--- src/include/updown_timer_pkg.sv ---
// Constants shared by the up/down auto-reload timer.
package updown_timer_pkg;
  localparam logic [7:0] mode_reg_addr = 8'hc9;
  localparam int prescale_div = 12;
  localparam logic [15:0] count_all_ones = 16'hffff;
  localparam logic [15:0] count_reset = 16'h0000;
  localparam logic [7:0] byte_reset = 8'h00;
  localparam logic [7:0] byte_ones = 8'hff;
  localparam int mode_bit_up_down = 0;
  localparam int mode_bit_clock_out = 1;
  typedef enum logic [1:0] {
    mode_capture,
    mode_auto_reload,
    mode_baud_gen
  } timer_mode_type;
endpackage

--- src/design/pin_sync.sv ---
// Two-stage synchroniser with a combinational falling-edge detector on registered levels.
`timescale 1ns/1ps
module pin_sync (
  // Clock and reset
  input wire logic sys_clk,
  input wire logic rst_n,
  // Pin and results
  input wire logic pin,
  output logic level,
  output logic fall
);
  logic stage1;
  logic stage2;
  logic prev;

  always_ff @(posedge sys_clk or negedge rst_n) begin
    if (!rst_n) begin
      stage1 <= 1'b1;
      stage2 <= 1'b1;
      prev <= 1'b1;
    end else begin
      stage1 <= pin;
      stage2 <= stage1;
      prev <= stage2;
    end
  end

  assign level = stage2;
  assign fall = prev & ~stage2;
endmodule

--- src/design/updown_reload_timer.sv ---
// Third timer/counter with capture, auto-reload, up/down and baud modes.
`timescale 1ns/1ps
module updown_reload_timer #(
  parameter int divide = updown_timer_pkg::prescale_div
) (
  // Clock and reset
  input wire logic sys_clk,
  input wire logic rst_n,
  // Pins
  input wire logic count_input_pin,
  input wire logic direction_pin,
  // Control bits
  input wire logic run_bit,
  input wire logic timer_counter_select,
  input wire logic capture_reload_select,
  input wire logic rx_clock_select,
  input wire logic tx_clock_select,
  input wire logic ext_enable,
  input wire logic up_down_enable,
  input wire logic irq_enable,
  // Software writes
  input wire logic count_low_we,
  input wire logic count_high_we,
  input wire logic reload_low_we,
  input wire logic reload_high_we,
  input wire logic [7:0] write_data,
  input wire logic overflow_flag_clear,
  input wire logic external_flag_clear,
  // Status
  output logic [7:0] count_low_byte,
  output logic [7:0] count_high_byte,
  output logic [7:0] reload_low_byte,
  output logic [7:0] reload_high_byte,
  output logic overflow_flag,
  output logic external_flag,
  output logic irq_request,
  output logic baud_tick,
  output logic [1:0] active_mode
);
  // The prescaler is eight bits wide and must see at least two phases.
  if (divide < 2 || divide > 255) begin : gen_bad_divide
    $error("divide out of range");
  end

  ////////////////////////////////////////////////////////////////////////
  logic dir_level;
  logic cnt_fall;
  logic dir_fall;
  logic [7:0] prescale;
  logic tick;
  logic [15:0] count;
  logic serial_mode;
  logic updown;
  logic count_up;
  logic wrap_up;
  logic underflow;
  logic ext_event;
  logic set_ovf;
  logic toggle_ext;
  logic set_ext;
  updown_timer_pkg::timer_mode_type mode;

  pin_sync count_sync (
    .sys_clk(sys_clk),
    .rst_n(rst_n),
    .pin(count_input_pin),
    .level(),
    .fall(cnt_fall)
  );
  pin_sync dir_sync (
    .sys_clk(sys_clk),
    .rst_n(rst_n),
    .pin(direction_pin),
    .level(dir_level),
    .fall(dir_fall)
  );

  always_ff @(posedge sys_clk or negedge rst_n) begin
    if (!rst_n) begin
      prescale <= 8'h00;
    end else if (prescale == 8'(divide - 1)) begin
      prescale <= 8'h00;
    end else begin
      prescale <= prescale + 8'h01;
    end
  end

  assign tick = run_bit & (timer_counter_select ? cnt_fall : (prescale == 8'(divide - 1)));

  assign serial_mode = rx_clock_select | tx_clock_select;
  always_comb begin
    if (serial_mode) begin
      mode = updown_timer_pkg::mode_baud_gen;
    end else if (capture_reload_select) begin
      mode = updown_timer_pkg::mode_capture;
    end else begin
      mode = updown_timer_pkg::mode_auto_reload;
    end
  end

  assign updown = up_down_enable & (mode == updown_timer_pkg::mode_auto_reload);
  assign count_up = ~updown | dir_level;
  assign count = {count_high_byte, count_low_byte};
  assign wrap_up = tick & count_up & (count == updown_timer_pkg::count_all_ones);
  assign underflow = tick & ~count_up & (count == {reload_high_byte, reload_low_byte});
  assign ext_event = ext_enable & ~updown & ~serial_mode & dir_fall;
  assign set_ovf = (wrap_up | underflow) & ~serial_mode;
  assign toggle_ext = updown & (wrap_up | underflow);
  assign set_ext = ext_event;

  ////////////////////////////////////////////////////////////////////////
  // cascaded count bytes
  always_ff @(posedge sys_clk or negedge rst_n) begin
    if (!rst_n) begin
      count_low_byte <= updown_timer_pkg::byte_reset;
      count_high_byte <= updown_timer_pkg::byte_reset;
    end else if (wrap_up && (mode != updown_timer_pkg::mode_capture)) begin
      count_low_byte <= reload_low_byte;
      count_high_byte <= reload_high_byte;
    end else if (underflow) begin
      count_low_byte <= updown_timer_pkg::byte_ones;
      count_high_byte <= updown_timer_pkg::byte_ones;
    end else if (ext_event && mode == updown_timer_pkg::mode_auto_reload) begin
      count_low_byte <= reload_low_byte;
      count_high_byte <= reload_high_byte;
    end else if (tick) begin
      if (count_up) begin
        {count_high_byte, count_low_byte} <= count + 16'h0001;
      end else begin
        {count_high_byte, count_low_byte} <= count - 16'h0001;
      end
    end else begin
      if (count_low_we) count_low_byte <= write_data;
      if (count_high_we) count_high_byte <= write_data;
    end
  end

  // Capture copies the count on a pin event; software writes otherwise.
  always_ff @(posedge sys_clk or negedge rst_n) begin
    if (!rst_n) begin
      reload_low_byte <= updown_timer_pkg::byte_reset;
      reload_high_byte <= updown_timer_pkg::byte_reset;
    end else if (ext_event && mode == updown_timer_pkg::mode_capture) begin
      reload_low_byte <= count_low_byte;
      reload_high_byte <= count_high_byte;
    end else begin
      if (reload_low_we) reload_low_byte <= write_data;
      if (reload_high_we) reload_high_byte <= write_data;
    end
  end

  // Set wins over a software clear in the same cycle.
  always_ff @(posedge sys_clk or negedge rst_n) begin
    if (!rst_n) begin
      overflow_flag <= 1'b0;
    end else if (set_ovf) begin
      overflow_flag <= 1'b1;
    end else if (overflow_flag_clear) begin
      overflow_flag <= 1'b0;
    end
  end

  always_ff @(posedge sys_clk or negedge rst_n) begin
    if (!rst_n) begin
      external_flag <= 1'b0;
    end else if (toggle_ext) begin
      external_flag <= ~external_flag;
    end else if (set_ext) begin
      external_flag <= 1'b1;
    end else if (external_flag_clear) begin
      external_flag <= 1'b0;
    end
  end

  always_ff @(posedge sys_clk or negedge rst_n) begin
    if (!rst_n) begin
      irq_request <= 1'b0;
      baud_tick <= 1'b0;
      active_mode <= 2'h0;
    end else begin
      irq_request <= irq_enable & (overflow_flag | (external_flag & ~updown));
      baud_tick <= wrap_up & serial_mode;
      active_mode <= mode;
    end
  end

  ////////////////////////////////////////////////////////////////////////
  // flag after overflow
  chk_ovf_sets_flag: assert property (@(posedge sys_clk) disable iff (!rst_n)
    (wrap_up && !serial_mode) |=> overflow_flag)
    else $error("overflow did not set flag");
  chk_up_reload: assert property (@(posedge sys_clk) disable iff (!rst_n)
    (wrap_up && mode == updown_timer_pkg::mode_auto_reload)
    |=> count == $past({reload_high_byte, reload_low_byte}))
    else $error("reload not loaded");
  chk_under_ones: assert property (@(posedge sys_clk) disable iff (!rst_n)
    underflow |=> count == updown_timer_pkg::count_all_ones && overflow_flag)
    else $error("underflow load wrong");
  chk_ext_toggle: assert property (@(posedge sys_clk) disable iff (!rst_n)
    toggle_ext |=> external_flag != $past(external_flag))
    else $error("external flag did not toggle");
  chk_serial_noflag: assert property (@(posedge sys_clk) disable iff (!rst_n)
    (serial_mode && !overflow_flag) |=> !overflow_flag)
    else $error("flag set in serial mode");
  chk_hold_stopped: assert property (@(posedge sys_clk) disable iff (!rst_n)
    (!run_bit && !count_low_we && !count_high_we && !ext_event) |=> $stable(count))
    else $error("count moved while stopped");
  chk_carry_high: assert property (@(posedge sys_clk) disable iff (!rst_n)
    (tick && count_up && !ext_event && count_low_byte == updown_timer_pkg::byte_ones
      && count_high_byte != updown_timer_pkg::byte_ones)
    |=> count_high_byte == $past(count_high_byte) + 8'h01)
    else $error("carry lost");
  chk_no_ext_irq: assert property (@(posedge sys_clk) disable iff (!rst_n)
    (updown && !overflow_flag) |=> !irq_request)
    else $error("external flag raised interrupt");
endmodule

--- config.mk ---
export PLATFORM = sky130hd
export DESIGN_NAME = updown_reload_timer
export DESIGN_NICKNAME = d
export VERILOG_FILES = /design/src/include/updown_timer_pkg.sv /design/src/design/pin_sync.sv /design/src/design/updown_reload_timer.sv
export SDC_FILE = /design/constraint.sdc
export NUM_CORES = 1
export LEC_CHECK = 0
export ABC_CLOCK_PERIOD_IN_PS = 3400
export BUFFER_PORTS_ARGS = -buffer_cell sky130_fd_sc_hd__buf_2
export CAP_MARGIN = 10
export CORE_MARGIN = 1.5
export CORE_UTILIZATION = 60
export DETAILED_ROUTE_END_ITERATION = 12
export GPL_TIMING_DRIVEN = 1
export PLACE_DENSITY = 0.85
export SLEW_MARGIN = 40
export SYNTH_ARGS = -nofsm -noshare
export SYNTH_HDL_FRONTEND = slang
export SYNTH_HIERARCHICAL = 1
export SYNTH_SLANG_ARGS = --single-unit
--- constraint.sdc ---
create_clock -name sys_clk -period 3.4 [get_ports sys_clk]
set_input_delay 0.34 -clock sys_clk [delete_from_list [all_inputs] [get_ports sys_clk]]
set_output_delay 0.34 -clock sys_clk [all_outputs]
set_load 0.05 [all_outputs]
==> metrics.csv, run 1 <==
stage;metric;value;unit
run_status;status;completed;
clocking;cts_hold_buf;0;
place;portBuffers;63;
sta;setup_violations;0;
cells_and_area;seq_area;1310;um2
cells_and_area;fin_nets;481;
cells_and_area;diodes;0;
cells_and_area;layout-drive-gt1-share;0.232;
global_route;grt_start_max_net_pins;33;
floorplanning;die_h;80.3;um
setup_path;critical_path_class;reg2reg;
setup_path;worstPathBufferInverterCount;0;
sta;finClkSkew;0.00859;ns
cells_and_area;stdcell_area;3970;um2
synth;synth_cell_types;64;
routing;dr.first_iter.drc_count;794;
routing;ant_nets;0;
sta;slew_violations;0;
setup_path;cp_max_fo;18;
routing;wirelength;10700;um
flow_run;cap_viol_max_count;0;
floorplanning;initial_utilization;0.635;
setup_path;cp_cell_sequence;nor4_1 > a22o_1 > nand2_2 > o31ai_4 > o31a_1 > o221a_2;
power;power_density;417;nW/um2
synth;synth_nets;434;
clocking;cts_buffers;5;
clocking;cts_buffer_depth;2;
synth;async_reset_ff_frac;1.00;
synth;ys_warn_count;6;
clocking;cts_tree;done;
floorplanning;num_io_pins;64;
sta;tightest_slew;0.742;ns
cells_and_area;area_growth;10.8;%
clocking;cts_resized;0;
setup_path;cpMaxStageDelayCell;o31ai_4;
global_route;grt_overflow;0;
routing;viasPerCell;6.92;
hold_path;holdCritPathClass;in2async;
clocking;cts-root-buf;clkbuf_8;
clocking;clock_latency;0.31;ns
clocking;htreeDepth;2;
sta;setup_tns;0;ns
synth;synth_cells;405;
sta;fin_crit;2.59;ns
clocking;post-cts-setup-buffer-count;0;
cells_and_area;final_core_util;0.704;
setup_path;cp.required;3.65;ns
synth;ys.flop_type;dfrtp_1;
synth;syn_area_per_cell;8.84;um2
routing;routedWlPerCell;20.4;um
sta;relSlewSlack;0.498;
global_route;first_global_vias;3248;
place;hpwl;7750;um
floorplanning;die_x;80.3;um
routing;drt_drc_violations_left;0;
synth;ys_ff_latch;52;
place;routabilityCongestion;0.999;
cells_and_area;nFillCells;465;
synth;synth-edff-count;0;
routing;firstDrtPassIters;6;
clocking;cts_num_sinks;52;
floorplanning;rows;27;
routing;num_vias;3628;
setup_path;endpoint_kind;flop;
setup_path;critPathMaxStageDelay;0.55;ns
synth;yosysSeqAreaShare;0.365;
setup_path;crit_family;compound AO/OA/AOI/OAI gates;
setup_path;arrival;2.84;ns
cells_and_area;multi_input_area;2060;um2
sta;fmax;0.386;GHz
clocking;path_clk_slew;0.10;ns
sta;hold_viol_final;0;
power;leakagePower;0.00175;uW
place;dpl-instance-area;3880;um2
global_route;antenna_found_initial;0;
sta;min_period_over_period;0.761;
sta;rsz0062_at_grt;no;
synth;synth.cell_area;3580;um2
floorplanning;die_area;6440;um2
global_route;grt_util_all_layers;0.348;
power;ir_worst_vdd;0.305;mV
setup_path;startpoint_type;flop;
floorplanning;core-area;5640;um2
global_route;grt_pass1_wl;17000;um
Yosys cell counts (4+ instances only):
cell      number  area, um2
nor3_1        11       55.1
inv_1         13       48.8
clkbuf_1      16       60.1
and3_1        10       62.6
nand2_1       24       90.1
a21oi_1       33        165
buf_4          4       30.0
a22oi_1        5       37.5
o22ai_1       16        100
a211oi_1       7       52.6
nor2_1        34        128
nand4_1       10       62.6
nand2b_1       4       25.0
o211ai_1       4       30.0
mux2i_1       18        180
dfrtp_1       46       1150
a31oi_1        4       25.0
buf_2          8       40.0
o21ai_0       16       80.1
xor2_1        21        184
or3_1          5       31.3
dfstp_2        6        158
nand3_1       12       60.1
xnor2_1        6       52.6
nor4_1        12       75.1
kinds of logic after synthesis:
logic type / after synthesis / synth area share
and+or+nand+nor: 148 / 0.235
muxes: 18 / 0.0503
DFF: 52 / 0.365
xor gates and xnor gates: 27 / 0.0660
AOI/OAI and AO/OA: 112 / 0.212
buffers and inverters: 45 / 0.0608
adders and majority gates: 3 / 0.0105
flip-flops by register name, summed over array words and instances (netlist names):
register           cells
count_low_byte         8
count_sync/level       1
active_mode            2
prescale               8
baud_tick              1
count_sync/prev        1
count_high_byte        8
reload_high_byte       8
irq_request            1
overflow_flag          1
dir_sync/stage1        1
reload_low_byte        8
external_flag          1
dir_sync/level         1
dir_sync/prev          1
count_sync/stage1      1
final cells by class:
cell class / count / share of cell area
Clock buffer: 5 / 0.0173
Clock inverter: 2 / 0.00315
Inverter: 14 / 0.0136
Multi-Input combinational cell: 308 / 0.519
Sequential cell: 52 / 0.330
Tap cell: 72 / 0.0227
Timing Repair Buffer: 71 / 0.0945
layout by cell type (no fill, tap or decap), types with 3 or more instances in the layout:
cell,netlist,final
a211oi_1,7,7
a21oi_1,33,33
a22o_1,3,3
a22oi_1,5,5
a31oi_1,4,4
a32oi_1,3,3
and3_1,10,10
and4_1,3,3
buf_2,8,63
buf_4,4,8
clkbuf_8,0,5
dfrtp_1,46,46
dfstp_2,6,6
ha_1,3,3
inv_1,13,13
mux2i_1,18,18
nand2_1,24,24
nand2b_1,4,4
nand3_1,12,12
nand4_1,10,10
nor2_1,34,34
nor2b_1,3,3
nor3_1,11,10
nor4_1,12,12
o211ai_1,4,4
o21ai_0,16,16
o22ai_1,16,16
o31ai_1,3,3
or3_1,5,5
xnor2_1,6,6
xor2_1,21,21
report_power, final:
group          switching [uW]  internal [uW]
Sequential                113            670
Clock                     207            140
Combinational             368            154
Total                     689            965
stage by stage:
step | power (uW) | std cells | hold slack (ns) | setup slack, ns
6_report | 1650 | 524 | 0.0594 | 0.811
4_1_cts | 1640 | 524 | 0.0840 | 0.887
3_5_place_dp | 1300 | 517 | 0.351 | 0.791
5_1_grt | 1730 | 524 | 0.103 | 0.586
3_3_place_gp | 1290 | 517 | 0.347 | 0.927
2_1_floorplan | 1150 | 405 | 0.0444 | 0.997
worst register-to-register path: stages, from the launching register on:
cell and delay [ns]:
dfrtp_1 0.43, nor4_1 0.39, a22o_1 0.40, nand2_2 0.36, o31ai_4 0.55, o31a_1 0.20, o221a_2 0.19
worst paths after layout:
kind | start | end | slack, ns | cells after the start
worst max-delay path | prescale[4] | count_high_byte[0] | 0.81 | 6
worst min-delay path | rst_n | irq_request | 0.06 | 1
worst max register to register | prescale[4] | count_high_byte[0] | 0.81 | 6
worst min register to register | dir_sync/stage1 | dir_sync/level | 0.36 | 0
max in group asynchronous | rst_n | count_sync/prev | 2.51 | 2
min in group sys_clk | direction_pin | dir_sync/stage1 | 0.11 | 1
layer usage:
metal	up-vias	wire, um	global-route usage
met4	0	376	0.114
met3	50	1480	0.0886
met1	1689	4110	0.502
li1	1592	-	-
met5	-	0	0
met2	297	4700	0.506
Power figures use the tool's default switching activity.
==> run 2, diff against run 1 <==
--- a/config.mk
+++ b/config.mk
@@ -5,14 +5,15 @@
 export SDC_FILE = /design/constraint.sdc
 export NUM_CORES = 1
 export LEC_CHECK = 0
-export ABC_CLOCK_PERIOD_IN_PS = 3400
+export ABC_AREA = 1
+export ABC_CLOCK_PERIOD_IN_PS = 2200
 export BUFFER_PORTS_ARGS = -buffer_cell sky130_fd_sc_hd__buf_2
 export CAP_MARGIN = 10
 export CORE_MARGIN = 1.5
-export CORE_UTILIZATION = 60
+export CORE_UTILIZATION = 52
 export DETAILED_ROUTE_END_ITERATION = 12
 export GPL_TIMING_DRIVEN = 1
-export PLACE_DENSITY = 0.85
+export PLACE_DENSITY = 0.77
 export SLEW_MARGIN = 40
 export SYNTH_ARGS = -nofsm -noshare
 export SYNTH_HDL_FRONTEND = slang
==> constraint.sdc (replaced) <==
create_clock -name sys_clk -period 2.2 [get_ports sys_clk]
set_input_delay 0.22 -clock sys_clk [delete_from_list [all_inputs] [get_ports sys_clk]]
set_output_delay 0.22 -clock sys_clk [all_outputs]
set_load 0.05 [all_outputs]
==> run 2 against run 1 <==
  * Die area up 28%
  * Clock power up 110%
  * Sequential share of layout area shrank 4.5 points
  * Non-clock buffer count increased by 18
  * Count of clock-buffer cells in the layout increased by 1
  * Worst hold slack gained 0.017 ns
  * Highest routed layer unchanged
  * Cell area is 16% higher
==> metrics.csv, run 2 <==
stage;metric;value;unit;change
run_status;status;completed;;
place;routabilityCongestion;0.985;;-1.4%
cells_and_area;area_growth;14.2;%;
floorplanning;die_area;8280;um2;+28%
sta;hold_viol_final;0;;unchanged
routing;dr.max_layer_used;met4;;
setup_path;startpoint_type;flop;;
setup_path;r2r_start;prescale[0];;
floorplanning;rows;31;;+15%
routing;wl_met3;839;um;-43%
synth;yosysSeqAreaShare;0.325;;-0.0402
routing;drt_drc_violations_left;0;;unchanged
hold_path;hold-path-cell-count;2;;
routing;firstDrtPassIters;8;;+2
cells_and_area;final_common_cell;nand2_1;;
cells_and_area;nFillCells;728;;+57%
clocking;cts_tree;done;;
place;portBuffers;63;;unchanged
clocking;cts-root-buf;clkbuf_8;;
synth;ys.flop_type;dfrtp_1;;
power;leakagePower;0.00254;uW;+45%
sta;fmax;0.494;GHz;+28%
sta;min_period_over_period;0.920;;+0.159
flow_run;cap_viol_max_count;0;;unchanged
sta;tightest_slew;0.476;ns;-0.266 ns
cells_and_area;layout-drive-gt1-share;0.202;;-0.0305
synth;netlist.area_leader.share;0.286;;-0.0354
clocking;path_clk_slew;0.11;ns;about the same
routing;routedWlPerCell;15.4;um;-24%
power;sw_frac_of_total;0.409;;-0.00769
clocking;htreeDepth;2;;unchanged
routing;wirelength;12000;um;+12%
sta;slew_violations;0;;unchanged
floorplanning;core-area;7370;um2;+31%
setup_path;reg2reg_slack;0.18;ns;-0.64 ns
sta;fin_ws;0.176;ns;-0.635 ns
global_route;first_global_vias;3964;;+22%
setup_path;arrival;2.29;ns;-0.55 ns
synth;synth_top_cell_by_area;dfrtp_1;;
sta;relSlewSlack;0.683;;+0.184
setup_path;critical_path_class;reg2reg;;
sta;setup_tns;0;ns;unchanged
routing;ant_nets;0;;unchanged
power;power_density;628;nW/um2;+51%
hold_path;holdCritPathClass;in2reg;;
synth;synth-edff-count;0;;unchanged
setup_path;cp_cell_sequence;ha_2 > nand3_2 > o21bai_2 > nand2_2 > nor2_1 > nand3_2 > nand2_2 > inv_2 > nand2_1 > nand3_1 > nand2_1;;
setup_path;cpMaxStageDelayCell;dfrtp_1;;
hold_path;whs_endpoint;active_mode[0];;
setup_path;endpoint_kind;flop;;
routing;num_vias;4154;;+14%
setup_path;cp.required;2.46;ns;-1.19 ns
setup_path;ff2ff_path_depth;11;;+5
synth;synth_nets;637;;+47%
global_route;antenna_found_initial;0;;unchanged
floorplanning;num_io_pins;64;;unchanged
global_route;grt_overflow;0;;unchanged
power;clockPowerShare;0.249;;+0.039
floorplanning;die_x;91.0;um;+13%
cells_and_area;diodes;0;;unchanged
sta;rsz0062_at_grt;no;;
power;p_int;1710;uW;+77%
synth;async_reset_ff_frac;1.00;;unchanged
synth;synth.most_common_cell;nand2_1;;
synth;synth_cell_types;36;;-44%
setup_path;critPathMaxStageDelay;0.38;ns;-0.17 ns
global_route;grt_util_all_layers;0.302;;-0.0459
hold_path;min_from;capture_reload_select;;
clocking;cts_num_sinks;52;;unchanged
sta;finClkSkew;0.0108;ns;+0.00225 ns
setup_path;r2r-end;count_low_byte[0];;
routing;dr.first_iter.drc_count;335;;-58%
place;pre_cts_slack;0.00549;ns;-0.785 ns
global_route;grt_start_max_net_pins;53;;+61%
synth;syn_area_per_cell;6.62;um2;-25%
synth;synth.cell_area;4030;um2;+12%
clocking;clock_latency;0.31;ns;about the same
sta;setup_violations;0;;unchanged
routing;wl_met1;5350;um;+30%
synth;synth_cells;608;;+50%
synth;synth.top_cells.by_area;dfrtp_1, nand2_1, nor2_1;;
clocking;cts_buffers;5;;unchanged
power;switchingPower;1180;uW;+71%
clocking;cts_buffer_depth;2;;unchanged
routing;viasPerCell;5.34;;-23%
place;hpwl;9390;um;+21%
routing;dr_wl_met2;5640;um;+20%
power;ir_worst_vdd;0.392;mV;+28%
synth;yosys-top-cells-count;nand2_1, nor2_1, inv_1, dfrtp_1, nand3_1;;
cells_and_area;fin_nets;707;;+47%
floorplanning;die_h;91.0;um;+13%
global_route;grt_pass1_wl;19600;um;+15%
cells_and_area;layout_common_cells;nand2_1, nor2_1, inv_1;;
synth;ys_ff_latch;52;;unchanged
power;pwr-share-comb;0.351;;+0.035
sta;fin_crit;2.02;ns;-0.565 ns
floorplanning;initial_utilization;0.546;;-0.0888
synth;ys_warn_count;6;;unchanged
power;seqPwrFrac;0.400;;-0.074
setup_path;cp_max_fo;7;;-11
## run 2: cell count changes after synthesis, moves of 16 or more
cell | previous run | this run
mux2i_1 | 18 | 0
clkbuf_1 | 16 | 0
nand2_1 | 24 | 216
inv_1 | 13 | 72
nand3_1 | 12 | 37
a21oi_1 | 33 | 9
nor2_1 | 34 | 77
## run 2: repair_timing
| item | CTS | global route |
|---|---|---|
| buffers inserted | 0 | 0 |
| resized for setup | 1 | 6 |
| endpoints found under the setup margin | 8 | 17 |
| hold buffers | 3 | 0 |
| hold endpoints to repair | 48 | 0 |
## run 2: kinds of logic after synthesis
family,count (synthesis),share of synthesized area
AO/OA/AOI/OAI,62,0.0995
XOR/XNOR,23,0.0500
adder cells (fa/ha/maj),3,0.00933
buffers and inverters,105,0.128
flip-flops,52,0.325
AND/OR/NAND/NOR,363,0.388
## run 2: layout make-up
cell class	instances	area, um2	area share
Multi-Input combinational cell	451	2210	0.482
Sequential cell	52	1310	0.285
Timing Repair Buffer	89	531	0.115
Inverter	79	299	0.0650
Tap cell	99	124	0.0269
Clock buffer	6	82.6	0.0180
Clock inverter	2	38.8	0.00844
## run 2: metrics by stage
step | power, uW | std cells | util | hold slack (ns) | area, um2
detailed placement | 2170 | 767 | 0.601 | 0.234 | 4430
finish | 2890 | 778 | 0.624 | 0.0768 | 4600
global placement | 2160 | 767 | 0.601 | 0.234 | 4430
CTS | 2870 | 778 | 0.622 | 0.0760 | 4590
floorplan | 1890 | 608 | - | -0.0756 | 4030
global route | 3030 | 778 | 0.624 | 0.0844 | 4600
## run 2: how the worst max path moves through the flow
stage                                 start            endpoint  slack (ns)  cells after the start
after CTS                   count_sync/prev   count_low_byte[0]        0.03                     12
after detailed placement    count_sync/prev  count_high_byte[3]       0.005                     11
final                           prescale[0]   count_low_byte[0]        0.18                     11
after floorplan           count_low_byte[1]  count_high_byte[0]        0.07                     11
after global placement      count_sync/prev  count_high_byte[6]        0.06                     11
after global routing      count_low_byte[2]  count_high_byte[1]       0.007                     13
## run 2: metal layers
layer  track usage  up-vias
met3        0.0477       14
met2         0.506      189
li1              -     2029
met1         0.409     1922
met4        0.0664        0
met5             0        -
## run 2: power groups by stage
stage / clock (uW) / sequential, uW / combinational (uW)
2_1_floorplan: 0 / 1370 / 523
3_3_place_gp: 0 / 1170 / 986
3_5_place_dp: 0 / 1170 / 997
4_1_cts: 715 / 1150 / 1000
5_1_grt: 755 / 1170 / 1100
6_report: 719 / 1160 / 1010
## run 2: worst max-delay path, delay by kind of cell, from the launching register on
family / cells / cell delay, ns
buffers and inverters: 1 / 0.10
and+or+nand+nor: 8 / 1.08
adders and majority gates: 1 / 0.22
DFF: 1 / 0.38
AOI/OAI and AO/OA: 1 / 0.19
